==> config.mk <==
export PLATFORM = sky130hd
export DESIGN_NAME = lsl_loader
export DESIGN_NICKNAME = d
export VERILOG_FILES = /design/src/verilog/lsl_pkg.sv /design/src/verilog/lsl_sync2.sv /design/src/verilog/lsl_frame_gen.sv /design/src/verilog/lsl_loader.sv
export SDC_FILE = /design/constraint.sdc
export NUM_CORES = 1
export LEC_CHECK = 0
export ABC_AREA = 1
export BUFFER_PORTS_ARGS = -buffer_cell sky130_fd_sc_hd__buf_4
export CORE_MARGIN = 4
export CORE_UTILIZATION = 40
export DETAILED_ROUTE_END_ITERATION = 10
export PLACE_DENSITY = 0.62
export SLEW_MARGIN = 10
export SYNTH_ARGS = -nofsm -noshare
export SYNTH_HDL_FRONTEND = slang
export SYNTH_SLANG_ARGS = --single-unit
==> constraint.sdc <==
create_clock -name hclk -period 1.8 [get_ports hclk]
set_clock_uncertainty 0.05 [all_clocks]
set_input_delay 0.18 -clock hclk [delete_from_list [all_inputs] [get_ports hclk]]
set_output_delay 0.18 -clock hclk [all_outputs]
set_load 0.1 [all_outputs]
==> src/verilog/lsl_pkg.sv <==
// constants shared by the serial segment loader and its helpers
// assumes a single 50 MHz bus clock; all link pins arrive asynchronously
`default_nettype none
package lsl_pkg;
	localparam int unsigned CLK_HZ          = 50_000_000;
	localparam int unsigned FRAME_HZ_DUAL   = 75;
	localparam int unsigned FRAME_HZ_SINGLE = 35;
	// dual: one tick per backplane phase; single: one tick per frame
	localparam int unsigned TICK_CYC_DUAL   = CLK_HZ / (FRAME_HZ_DUAL * 2);
	localparam int unsigned TICK_CYC_SINGLE = CLK_HZ / FRAME_HZ_SINGLE;
	localparam int unsigned WORD_SHORT      = 22;
	localparam int unsigned WORD_LONG       = 34;
	localparam int unsigned CNT_W           = 6;
	localparam int unsigned REG_ADDR_W      = 8;
	localparam logic [7:0]  REG_CTRL        = 8'h00;
	localparam logic [7:0]  REG_STATUS      = 8'h04;
	localparam logic [7:0]  REG_LATCH_A     = 8'h08;
	localparam logic [7:0]  REG_LATCH_B     = 8'h0c;
	localparam int unsigned CTRL_DISP_BIT   = 0;
	localparam int unsigned CTRL_CLEAR_BIT  = 1;
	localparam logic        CTRL_DISP_RST   = 1'b1;
	localparam int unsigned ST_OK_BIT       = 0;
	localparam int unsigned ST_LEAD_BIT     = 1;
	localparam int unsigned ST_COUNT_BIT    = 2;
	localparam int unsigned ST_DIST_BIT     = 3;
	localparam int unsigned ST_SLAVE_BIT    = 4;
	localparam int unsigned ST_DROP_BIT     = 5;
	localparam int unsigned ST_CNT_LSB      = 8;
	localparam logic [1:0]  HRESP_OKAY      = 2'h0;
	typedef enum logic [0:0] {
		LSL_RX_IDLE  = 1'b0,
		LSL_RX_SHIFT = 1'b1
	} lsl_rx_t;
endpackage : lsl_pkg
`default_nettype wire

==> src/verilog/lsl_sync2.sv <==
// two-flop synchroniser for a bundle of asynchronous levels
// assumes each bit is an independent level; no bus coherence is implied
`default_nettype none
module lsl_sync2 #(
	parameter int unsigned  W   = 1,
	// reset value should match each pin's idle level, so no false edge follows reset
	parameter logic [W-1:0] RST = '0
) (
	input  wire logic         hclk,
	input  wire logic         hresetn,
	input  wire logic [W-1:0] din,
	output logic      [W-1:0] dout
);
	logic [W-1:0] meta_q;
	logic [W-1:0] meta_d;
	logic [W-1:0] sync_d;

	always_comb begin
		meta_d = din;
		sync_d = meta_q;
	end

	always_ff @(posedge hclk or negedge hresetn) begin
		if (!hresetn) begin
			meta_q <= RST;
			dout   <= RST;
		end else begin
			meta_q <= meta_d;
			dout   <= sync_d;
		end
	end
endmodule : lsl_sync2
`default_nettype wire

==> src/verilog/lsl_frame_gen.sv <==
// backplane phase and polarity timer built from the internal clock
// assumes run is low whenever backplane timing comes from another device
`default_nettype none
module lsl_frame_gen #(
	parameter int unsigned TICK_CYCLES = lsl_pkg::TICK_CYC_DUAL,
	parameter bit          SINGLE_BP   = 1'b0
) (
	input  wire logic hclk,
	input  wire logic hresetn,
	input  wire logic run,
	output logic      phase_q,
	output logic      pol_q
);
	localparam int unsigned CW = (TICK_CYCLES > 1) ? $clog2(TICK_CYCLES) : 1;
	localparam logic [CW-1:0] LAST = CW'(TICK_CYCLES - 1);
	logic [CW-1:0] cnt_q;
	logic [CW-1:0] cnt_d;
	logic          phase_d;
	logic          pol_d;

	always_comb begin
		cnt_d   = cnt_q;
		phase_d = phase_q;
		pol_d   = pol_q;
		if (!run) begin
			cnt_d = '0;
		end else if (cnt_q == LAST) begin
			cnt_d = '0;
			// polarity flips once per full frame so the glass sees no dc
			if (SINGLE_BP || phase_q) begin
				pol_d = !pol_q;
			end
			phase_d = SINGLE_BP ? 1'b0 : !phase_q;
		end else begin
			cnt_d = cnt_q + CW'(1);
		end
	end

	always_ff @(posedge hclk or negedge hresetn) begin
		if (!hresetn) begin
			cnt_q   <= '0;
			phase_q <= 1'b0;
			pol_q   <= 1'b0;
		end else begin
			cnt_q   <= cnt_d;
			phase_q <= phase_d;
			pol_q   <= pol_d;
		end
	end
endmodule : lsl_frame_gen
`default_nettype wire

==> src/verilog/lsl_loader.sv <==
// serial segment loader: three-line word receiver, display latches,
// backplane/segment drive and an ahb-lite register slave
// assumes link pins are asynchronous to hclk and far slower than it
// Contract
// RQ1: high word bit turns its segment on
// RQ2: word length is 22 or 34 bits
// RQ3: 40, 64 or 32 segments, own latches
// RQ4: dual backplane 1:2, single backplane 1:1
// RQ5: 22-bit: bit 21 selects latch set
// RQ6: 22-bit: pulse 23 loads the latches
// RQ7: 34-bit dual: bit 33 selects latch set
// RQ8: 34-bit: pulse 35 loads the latches
// RQ9: single backplane loads only when bit 33 high
// RQ10: first bit must be zero, else invalid
// RQ11: wrong bit count makes the word invalid
// RQ12: line disturbance during shifting makes word invalid
// RQ13: invalid word leaves all latches unchanged
// RQ14: load is pulse with enable low; then ready
// RQ15: oscillator pin low makes backplanes timing inputs
// RQ16: single variant masters only single-variant slaves
// RQ17: reset clears shift register, counter and latches
// RQ18: enable high over word; sample on rising clock
// RQ19: waveform polarity inverts every frame
// RQ20: single variant, bit 33 low discards word
//
// The address map and register access over AHB-Lite were chosen for this implementation.
`default_nettype none
module lsl_loader #(
	parameter int unsigned WORD_BITS   = lsl_pkg::WORD_LONG,
	parameter bit          SINGLE_BP   = 1'b0,
	parameter int unsigned TICK_CYCLES = SINGLE_BP ? lsl_pkg::TICK_CYC_SINGLE : lsl_pkg::TICK_CYC_DUAL,
	localparam int unsigned SEG        = WORD_BITS - 2
) (
	input  wire logic            hclk,
	input  wire logic            hresetn,
	input  wire logic            hsel,
	input  wire logic [31:0]     haddr,
	input  wire logic [1:0]      htrans,
	input  wire logic            hwrite,
	input  wire logic [2:0]      hsize,
	input  wire logic            hready,
	input  wire logic [31:0]     hwdata,
	output logic      [31:0]     hrdata,
	output logic                 hreadyout,
	output logic      [1:0]      hresp,
	input  wire logic            burst_clock_in,
	input  wire logic            line_enable_in,
	input  wire logic            data_in,
	input  wire logic            osc_in,
	input  wire logic            backplane_first_i,
	output logic                 backplane_first_o,
	output logic                 backplane_first_oe,
	input  wire logic            backplane_second_i,
	output logic                 backplane_second_o,
	output logic                 backplane_second_oe,
	output logic      [SEG-1:0]  segment_outputs
);
	localparam int unsigned     CW       = lsl_pkg::CNT_W;
	localparam logic [CW-1:0]   WORD_CNT = CW'(WORD_BITS); // RQ2
	localparam logic [CW-1:0]   CNT_MAX  = '1;

	// all six link-side levels pass two flops before anything reads them
	// the oscillator pin idles high: a zero reset value would fake slave mode after reset
	localparam logic [5:0] PIN_IDLE = 6'h04;
	logic [5:0] pins_s;
	logic       bclk_s;
	logic       en_s;
	logic       data_s;
	logic       osc_s;
	logic       bp1_s;
	logic       bp2_s;

	lsl_sync2 #(
		.W   (6),
		.RST (PIN_IDLE)
	) u_sync (
		.hclk    (hclk),
		.hresetn (hresetn),
		.din     ({burst_clock_in, line_enable_in, data_in, osc_in, backplane_first_i, backplane_second_i}),
		.dout    (pins_s)
	);
	assign {bclk_s, en_s, data_s, osc_s, bp1_s, bp2_s} = pins_s;

	// ---------------- edge detection on synchronised levels
	logic bclk_p_q;
	logic en_p_q;
	logic data_p_q;
	logic bclk_rise;
	logic en_rise;
	logic en_fall;
	logic data_chg;
	logic load_cond;

	always_ff @(posedge hclk or negedge hresetn) begin
		if (!hresetn) begin
			bclk_p_q <= 1'b0;
			en_p_q   <= 1'b0;
			data_p_q <= 1'b0;
		end else begin
			bclk_p_q <= bclk_s;
			en_p_q   <= en_s;
			data_p_q <= data_s;
		end
	end

	always_comb begin
		bclk_rise = bclk_s && !bclk_p_q;
		en_rise   = en_s && !en_p_q;
		en_fall   = !en_s && en_p_q;
		data_chg  = data_s != data_p_q;
		load_cond = bclk_rise && !en_s; // RQ14
	end

	// ---------------- word receiver
	lsl_pkg::lsl_rx_t         rx_q;
	lsl_pkg::lsl_rx_t         rx_d;
	logic [WORD_BITS-1:0]     sreg_q;
	logic [WORD_BITS-1:0]     sreg_d;
	logic [CW-1:0]            cnt_q;
	logic [CW-1:0]            cnt_d;
	logic                     dist_q;
	logic                     dist_d;
	logic                     lead_q;
	logic                     lead_d;

	always_comb begin
		rx_d   = rx_q;
		sreg_d = sreg_q;
		cnt_d  = cnt_q;
		dist_d = dist_q;
		lead_d = lead_q;
		if (load_cond) begin
			// valid or not, the receiver is clean for the next word
			rx_d   = lsl_pkg::LSL_RX_IDLE; // RQ14
			cnt_d  = '0;
			dist_d = 1'b0;
			lead_d = 1'b0;
		end else begin
			case (rx_q)
				lsl_pkg::LSL_RX_IDLE: begin
					if (en_rise) begin
						// a new word drops any unfinished one
						rx_d   = lsl_pkg::LSL_RX_SHIFT;
						cnt_d  = '0;
						dist_d = 1'b0;
						lead_d = 1'b0;
					end
				end
				lsl_pkg::LSL_RX_SHIFT: begin
					if (bclk_rise) begin
						sreg_d = {data_s, sreg_q[WORD_BITS-1:1]}; // RQ18
						if (cnt_q == '0) begin
							// kept apart: a short or long word leaves another bit at position 0
							lead_d = data_s; // RQ10
						end
						cnt_d  = (cnt_q == CNT_MAX) ? cnt_q : cnt_q + CW'(1); // RQ11
					end
					// data must hold while the clock is high; enable must drop with clock low
					if (bclk_s && bclk_p_q && (data_chg || en_fall)) begin
						dist_d = 1'b1; // RQ12
					end
					if (en_fall) begin
						rx_d = lsl_pkg::LSL_RX_IDLE;
					end
				end
				default: begin
					rx_d = lsl_pkg::LSL_RX_IDLE;
				end
			endcase
		end
	end

	always_ff @(posedge hclk or negedge hresetn) begin
		if (!hresetn) begin
			rx_q   <= lsl_pkg::LSL_RX_IDLE; // RQ17
			sreg_q <= '0;
			cnt_q  <= '0;
			dist_q <= 1'b0;
			lead_q <= 1'b0;
		end else begin
			rx_q   <= rx_d;
			sreg_q <= sreg_d;
			cnt_q  <= cnt_d;
			dist_q <= dist_d;
			lead_q <= lead_d;
		end
	end

	// ---------------- word checks and latch transfer
	logic           lead_err;
	logic           cnt_err;
	logic           word_ok;
	logic           sel_first;
	logic [SEG-1:0] payload;
	logic           load_a;
	logic           load_b;
	logic           drop;

	always_comb begin
		lead_err  = lead_q; // RQ10
		cnt_err   = cnt_q != WORD_CNT; // RQ11
		word_ok   = !lead_err && !cnt_err && !dist_q; // RQ13
		sel_first = sreg_q[WORD_BITS-1]; // RQ5 RQ7 RQ9
		payload   = sreg_q[WORD_BITS-2:1];
		load_a    = load_cond && word_ok && sel_first; // RQ6 RQ8
		load_b    = load_cond && word_ok && !sel_first && !SINGLE_BP;
		drop      = load_cond && word_ok && !sel_first && SINGLE_BP; // RQ20
	end

	logic [SEG-1:0] latch_a_q;
	logic [SEG-1:0] latch_a_d;
	logic [SEG-1:0] latch_b_q;
	logic [SEG-1:0] latch_b_d;
	logic           clear_req;

	always_comb begin
		latch_a_d = latch_a_q;
		latch_b_d = latch_b_q;
		if (clear_req) begin
			latch_a_d = '0;
			latch_b_d = '0;
		end
		// a word landing with a software clear still wins
		if (load_a) begin
			latch_a_d = payload; // RQ1 RQ3
		end
		if (load_b) begin
			latch_b_d = payload;
		end
	end

	always_ff @(posedge hclk or negedge hresetn) begin
		if (!hresetn) begin
			latch_a_q <= '0; // RQ17
			latch_b_q <= '0;
		end else begin
			latch_a_q <= latch_a_d;
			latch_b_q <= latch_b_d;
		end
	end

	// result of the most recent load condition, for software
	logic [5:0] last_q;
	logic [5:0] last_d;

	always_comb begin
		last_d = last_q;
		if (load_cond) begin
			last_d = {2'h0, dist_q, cnt_err, lead_err, word_ok};
			last_d[lsl_pkg::ST_DROP_BIT] = drop;
		end
	end

	always_ff @(posedge hclk or negedge hresetn) begin
		if (!hresetn) begin
			last_q <= '0;
		end else begin
			last_q <= last_d;
		end
	end

	// ---------------- backplane timing: own timer or another device's pins
	logic slave_q;
	logic slave_d;
	logic gen_phase;
	logic gen_pol;
	logic phase_cur;
	logic pol_cur;

	assign slave_d = !osc_s; // RQ15

	always_ff @(posedge hclk or negedge hresetn) begin
		if (!hresetn) begin
			slave_q <= 1'b0;
		end else begin
			slave_q <= slave_d;
		end
	end

	lsl_frame_gen #(
		.TICK_CYCLES (TICK_CYCLES),
		.SINGLE_BP   (SINGLE_BP)
	) u_frame (
		.hclk    (hclk),
		.hresetn (hresetn),
		.run     (!slave_q),
		.phase_q (gen_phase),
		.pol_q   (gen_pol)
	);

	always_comb begin
		phase_cur = gen_phase;
		pol_cur   = gen_pol;
		if (slave_q) begin
			// recover the master's phase from its two backplanes; a single build takes polarity from the first alone
			pol_cur   = SINGLE_BP ? bp1_s : bp2_s; // RQ15 RQ16
			phase_cur = SINGLE_BP ? 1'b0 : (bp1_s ^ bp2_s);
		end
	end

	logic           ctrl_disp_q;
	logic [SEG-1:0] seg_on;
	logic [SEG-1:0] seg_q;
	logic [SEG-1:0] seg_d;
	logic           bp1_q;
	logic           bp1_d;
	logic           bp2_q;
	logic           bp2_d;

	genvar gi;
	generate
		for (gi = 0; gi < SEG; gi++) begin : g_seg
			assign seg_on[gi] = ctrl_disp_q && ((phase_cur && !SINGLE_BP) ? latch_b_q[gi] : latch_a_q[gi]); // RQ4
		end
	endgenerate

	always_comb begin
		// active backplane sits at pol; an on segment sits opposite it
		seg_d = seg_on ^ {SEG{pol_cur}}; // RQ1 RQ19
		bp1_d = SINGLE_BP ? pol_cur : (pol_cur ^ phase_cur); // RQ4
		bp2_d = pol_cur;
	end

	always_ff @(posedge hclk or negedge hresetn) begin
		if (!hresetn) begin
			seg_q <= '0;
			bp1_q <= 1'b0;
			bp2_q <= 1'b0;
		end else begin
			seg_q <= seg_d;
			bp1_q <= bp1_d;
			bp2_q <= bp2_d;
		end
	end

	assign segment_outputs     = seg_q;
	assign backplane_first_o   = bp1_q;
	assign backplane_second_o  = bp2_q;
	assign backplane_first_oe  = !slave_q; // RQ15
	assign backplane_second_oe = !slave_q && !SINGLE_BP;

	// ---------------- ahb-lite register slave, zero wait states
	logic                         ap_valid;
	logic                         wr_pend_q;
	logic                         wr_pend_d;
	logic [lsl_pkg::REG_ADDR_W-1:0] wr_addr_q;
	logic [lsl_pkg::REG_ADDR_W-1:0] wr_addr_d;
	logic [31:0]                  rdata_q;
	logic [31:0]                  rdata_d;
	logic [31:0]                  status;
	logic                         ctrl_disp_d;

	always_comb begin
		status = '0;
		status[lsl_pkg::ST_DROP_BIT:lsl_pkg::ST_OK_BIT] = last_q;
		status[lsl_pkg::ST_SLAVE_BIT] = slave_q;
		status[lsl_pkg::ST_CNT_LSB +: CW] = cnt_q;
		ap_valid  = hsel && hready && htrans[1];
		wr_pend_d = ap_valid && hwrite;
		wr_addr_d = ap_valid ? haddr[lsl_pkg::REG_ADDR_W-1:0] : wr_addr_q;
		rdata_d   = rdata_q;
		if (ap_valid && !hwrite) begin
			case (haddr[lsl_pkg::REG_ADDR_W-1:0])
				lsl_pkg::REG_CTRL:    rdata_d = 32'(ctrl_disp_q);
				lsl_pkg::REG_STATUS:  rdata_d = status;
				lsl_pkg::REG_LATCH_A: rdata_d = 32'(latch_a_q);
				lsl_pkg::REG_LATCH_B: rdata_d = SINGLE_BP ? 32'h0000_0000 : 32'(latch_b_q);
				default:              rdata_d = 32'h0000_0000;
			endcase
		end
		ctrl_disp_d = ctrl_disp_q;
		clear_req   = 1'b0;
		if (wr_pend_q && (wr_addr_q == lsl_pkg::REG_CTRL)) begin
			ctrl_disp_d = hwdata[lsl_pkg::CTRL_DISP_BIT];
			clear_req   = hwdata[lsl_pkg::CTRL_CLEAR_BIT];
		end
	end

	always_ff @(posedge hclk or negedge hresetn) begin
		if (!hresetn) begin
			wr_pend_q   <= 1'b0;
			wr_addr_q   <= '0;
			rdata_q     <= '0;
			ctrl_disp_q <= lsl_pkg::CTRL_DISP_RST;
		end else begin
			wr_pend_q   <= wr_pend_d;
			wr_addr_q   <= wr_addr_d;
			rdata_q     <= rdata_d;
			ctrl_disp_q <= ctrl_disp_d;
		end
	end

	assign hrdata    = rdata_q;
	assign hreadyout = 1'b1;
	assign hresp     = lsl_pkg::HRESP_OKAY;
endmodule : lsl_loader
`default_nettype wire

==> impl_metrics.tcl <==
set metrics [dict create \
    status "finished clean" \
    setup.worst_path.start_class "register" \
    grt_pass1_vias 8489 \
    yosysUniqueCellTypes 38 \
    period_needed_ns 1.770 \
    clockBufferDepth 3 \
    synthCells 1278 \
    port_buffers 89 \
    yosys.area.top_type_share 0.5202 \
    antenna_found_initial 0 \
    vias_per_cell 5.028 \
    setup_tns_ns 0 \
    wl_per_cell_um 14.70 \
    yosys.area.top_type "dfrtp_1" \
    root_buffer "clkbuf_16" \
    grt_pass1_wl_um 43370 \
    antenna_left 0 \
    final_common_cell "nand2_1" \
    synthToLayoutAreaGrowth_pct 20.55 \
    synth_area_um2 10580 \
    setup_ws_ns 0.03048 \
    cpMaxStageDelayCell "dfrtp_2" \
    critPathCaptureType "output pin" \
    critPathBufInv 3 \
    cts_sinks 223 \
    critical_path.top_delay_family "buffers and inverters" \
    post-place-ws_ns 0.008853 \
    finalSetupViolations 0 \
    path_class "register to output pin" \
    synth-warning-count 0 \
    drv_cap 0 \
    clk_pin_slew_ns 0.05 \
    avgSynthCellArea_um2 8.282 \
    p_per_area_nw_per_um2 1243 \
    die_x_um 170.7 \
    crit_chain "clkinvlp_4 -> buf_4 -> buf_4" \
    overflow 0 \
    crit_arrival_ns 1.54 \
    core_um2 26060 \
    max_stage_delay_ns 0.46 \
    cts_max_level 1 \
    hpwl_um 17590 \
    synth-seq-cells 223 \
    cts_setup_buffers 0 \
    io_pins 151 \
    place_congestion 0.8905 \
    grt_usage 0.1789 \
    die_y_um 170.7 \
    hp-class "input port to register" \
    hold_viol_final 0 \
    start_util 0.4062 \
    synth_area_leaders "dfrtp_1, nand2_1, nand3_1" \
    vias 8723 \
    fp-row-count 59 \
    path_common_cell "buf_4" \
    fin_crit_sh 0.9831 \
    diodes 0 \
    cts_buffers 26 \
    dr.pass1.iters 5 \
    layout-drive-gt1-share 0.1471 \
    layout_common_cells "nand2_1, dfrtp_1, nand3_1" \
    wl_um 25500 \
    cts_tree "done" \
    fin_nets 1466 \
    ir_drop_mv 1.098 \
    die_area_um2 29130 \
    fmax_mhz 565.1 \
    drv_slew 0 \
    drt_iter0_markers 706 \
    grt_max_degree 67 \
    rsz0062_at_grt "true" \
    drc 0 \
    cp_max_fo 6 \
    ys_seq_area_frac 0.5276 \
    power_leakage_uw 0.006380 \
    cp.required_ns 1.57 \
    insertion_delay_ns 0.52 \
]
==> metal layers <==
layer | track usage | vias to the layer above | wire length (um)
met5 | 0 | - | 0
met2 | 0.2870 | 238 | 11790
met4 | 0.04722 | 0 | 503
met3 | 0.02195 | 35 | 1278
li1 | - | 4346 | -
met1 | 0.2589 | 4104 | 11930
==> layout make-up <==
type	instances	area, um^2
Inverter	98	371.6
Fill cell	2478	13300
Clock inverter	7	85.08
Multi-Input combinational cell	881	4169
Timing Repair Buffer	151	1334
Clock buffer	40	794.5
Sequential cell	223	5585
Tap cell	335	419.2
==> cells in the mapped netlist, drive strengths merged <==
master,n
nand3b,32
and2,1
or2,2
and3,1
nor3b,1
nand3,218
nor2,87
dfrtp,220
a21oi,19
a31oi,1
xor2,12
mux2,1
inv,97
clkbuf,24
conb,2
o21ai,66
nor3,3
clkinv,1
xnor2,2
nand4,40
nand2,387
ha,5
dfstp,3
buf,53
==> registers in the layout (all words and copies together), names as in the netlist, 6 cells and up <==
signal,flops
hrdata,32
latch_b_q,32
latch_a_q,32
u_sync.dout,6
u_frame.cnt_q,19
segment_outputs,32
u_sync.meta_q,6
cnt_q,6
wr_addr_q,8
sreg_q,33
==> worst min-delay path, stage by stage <==
cell and delay [ns]:
buf_4 0.11, nand3_2 0.07, buf_4 0.19, nor2_1 0.05
==> report_power, final <==
group	internal [uW]	total (uW)	switching (uW)
Sequential	5860	6480	620
Clock	3300	5270	1970
Combinational	1050	4110	3060
Total	10200	15900	5640
==> cell families (layout without fill, tap and decap cells) <==
group | after synthesis | count (layout) | share of synthesized area
xor gates and xnor gates | 14 | 14 | 0.01159
adders and majority gates | 5 | 5 | 0.005911
other | 2 | 3 | 0.0007096
muxes | 1 | 1 | 0.001064
AOI/OAI and AO/OA | 86 | 86 | 0.04150
buffers and inverters | 175 | 296 | 0.08299
DFF | 223 | 223 | 0.5276
and+or+nand+nor | 772 | 772 | 0.3286
==> metrics by stage <==
step | total power [uW] | area (um^2) | instances | utilization | hold slack (ns)
final | 15850 | 12760 | 1735 | 0.4896 | 0.08210
after global routing | 16690 | 12760 | 1735 | 0.4896 | 0.09247
after CTS | 16030 | 12740 | 1735 | 0.4889 | 0.06024
after detailed placement | 10660 | 11690 | 1671 | 0.4486 | 0.07785
after global placement | 10590 | 11690 | 1671 | 0.4486 | 0.07972
after floorplan | 9510 | 10620 | 1279 | - | -0.1656
==> what timing repair did <==
action / 4_1_cts / 5_1_grt
endpoints found under the hold margin: 237 / 0
hold buffers: 17 / 0
gates resized for setup: 1 / 4
setup endpoints to repair: 3 / 19
==> final timing paths <==
check | from | to | slack (ns) | cells past startpoint
worst max-delay path | slave_q | backplane_first_oe | 0.03 | 3
worst min-delay path | hready | wr_pend_q | 0.08 | 4
worst max register to register | slave_q | segment_outputs[7] | 0.15 | 7
worst min register to register | u_sync.meta_q[0] | u_sync.dout[0] | 0.30 | 0
max in group asynchronous | hresetn | hrdata[22] | 0.90 | 3
min in group asynchronous | hresetn | wr_addr_q[7] | 0.13 | 2
Power figures use the tool's default switching activity.
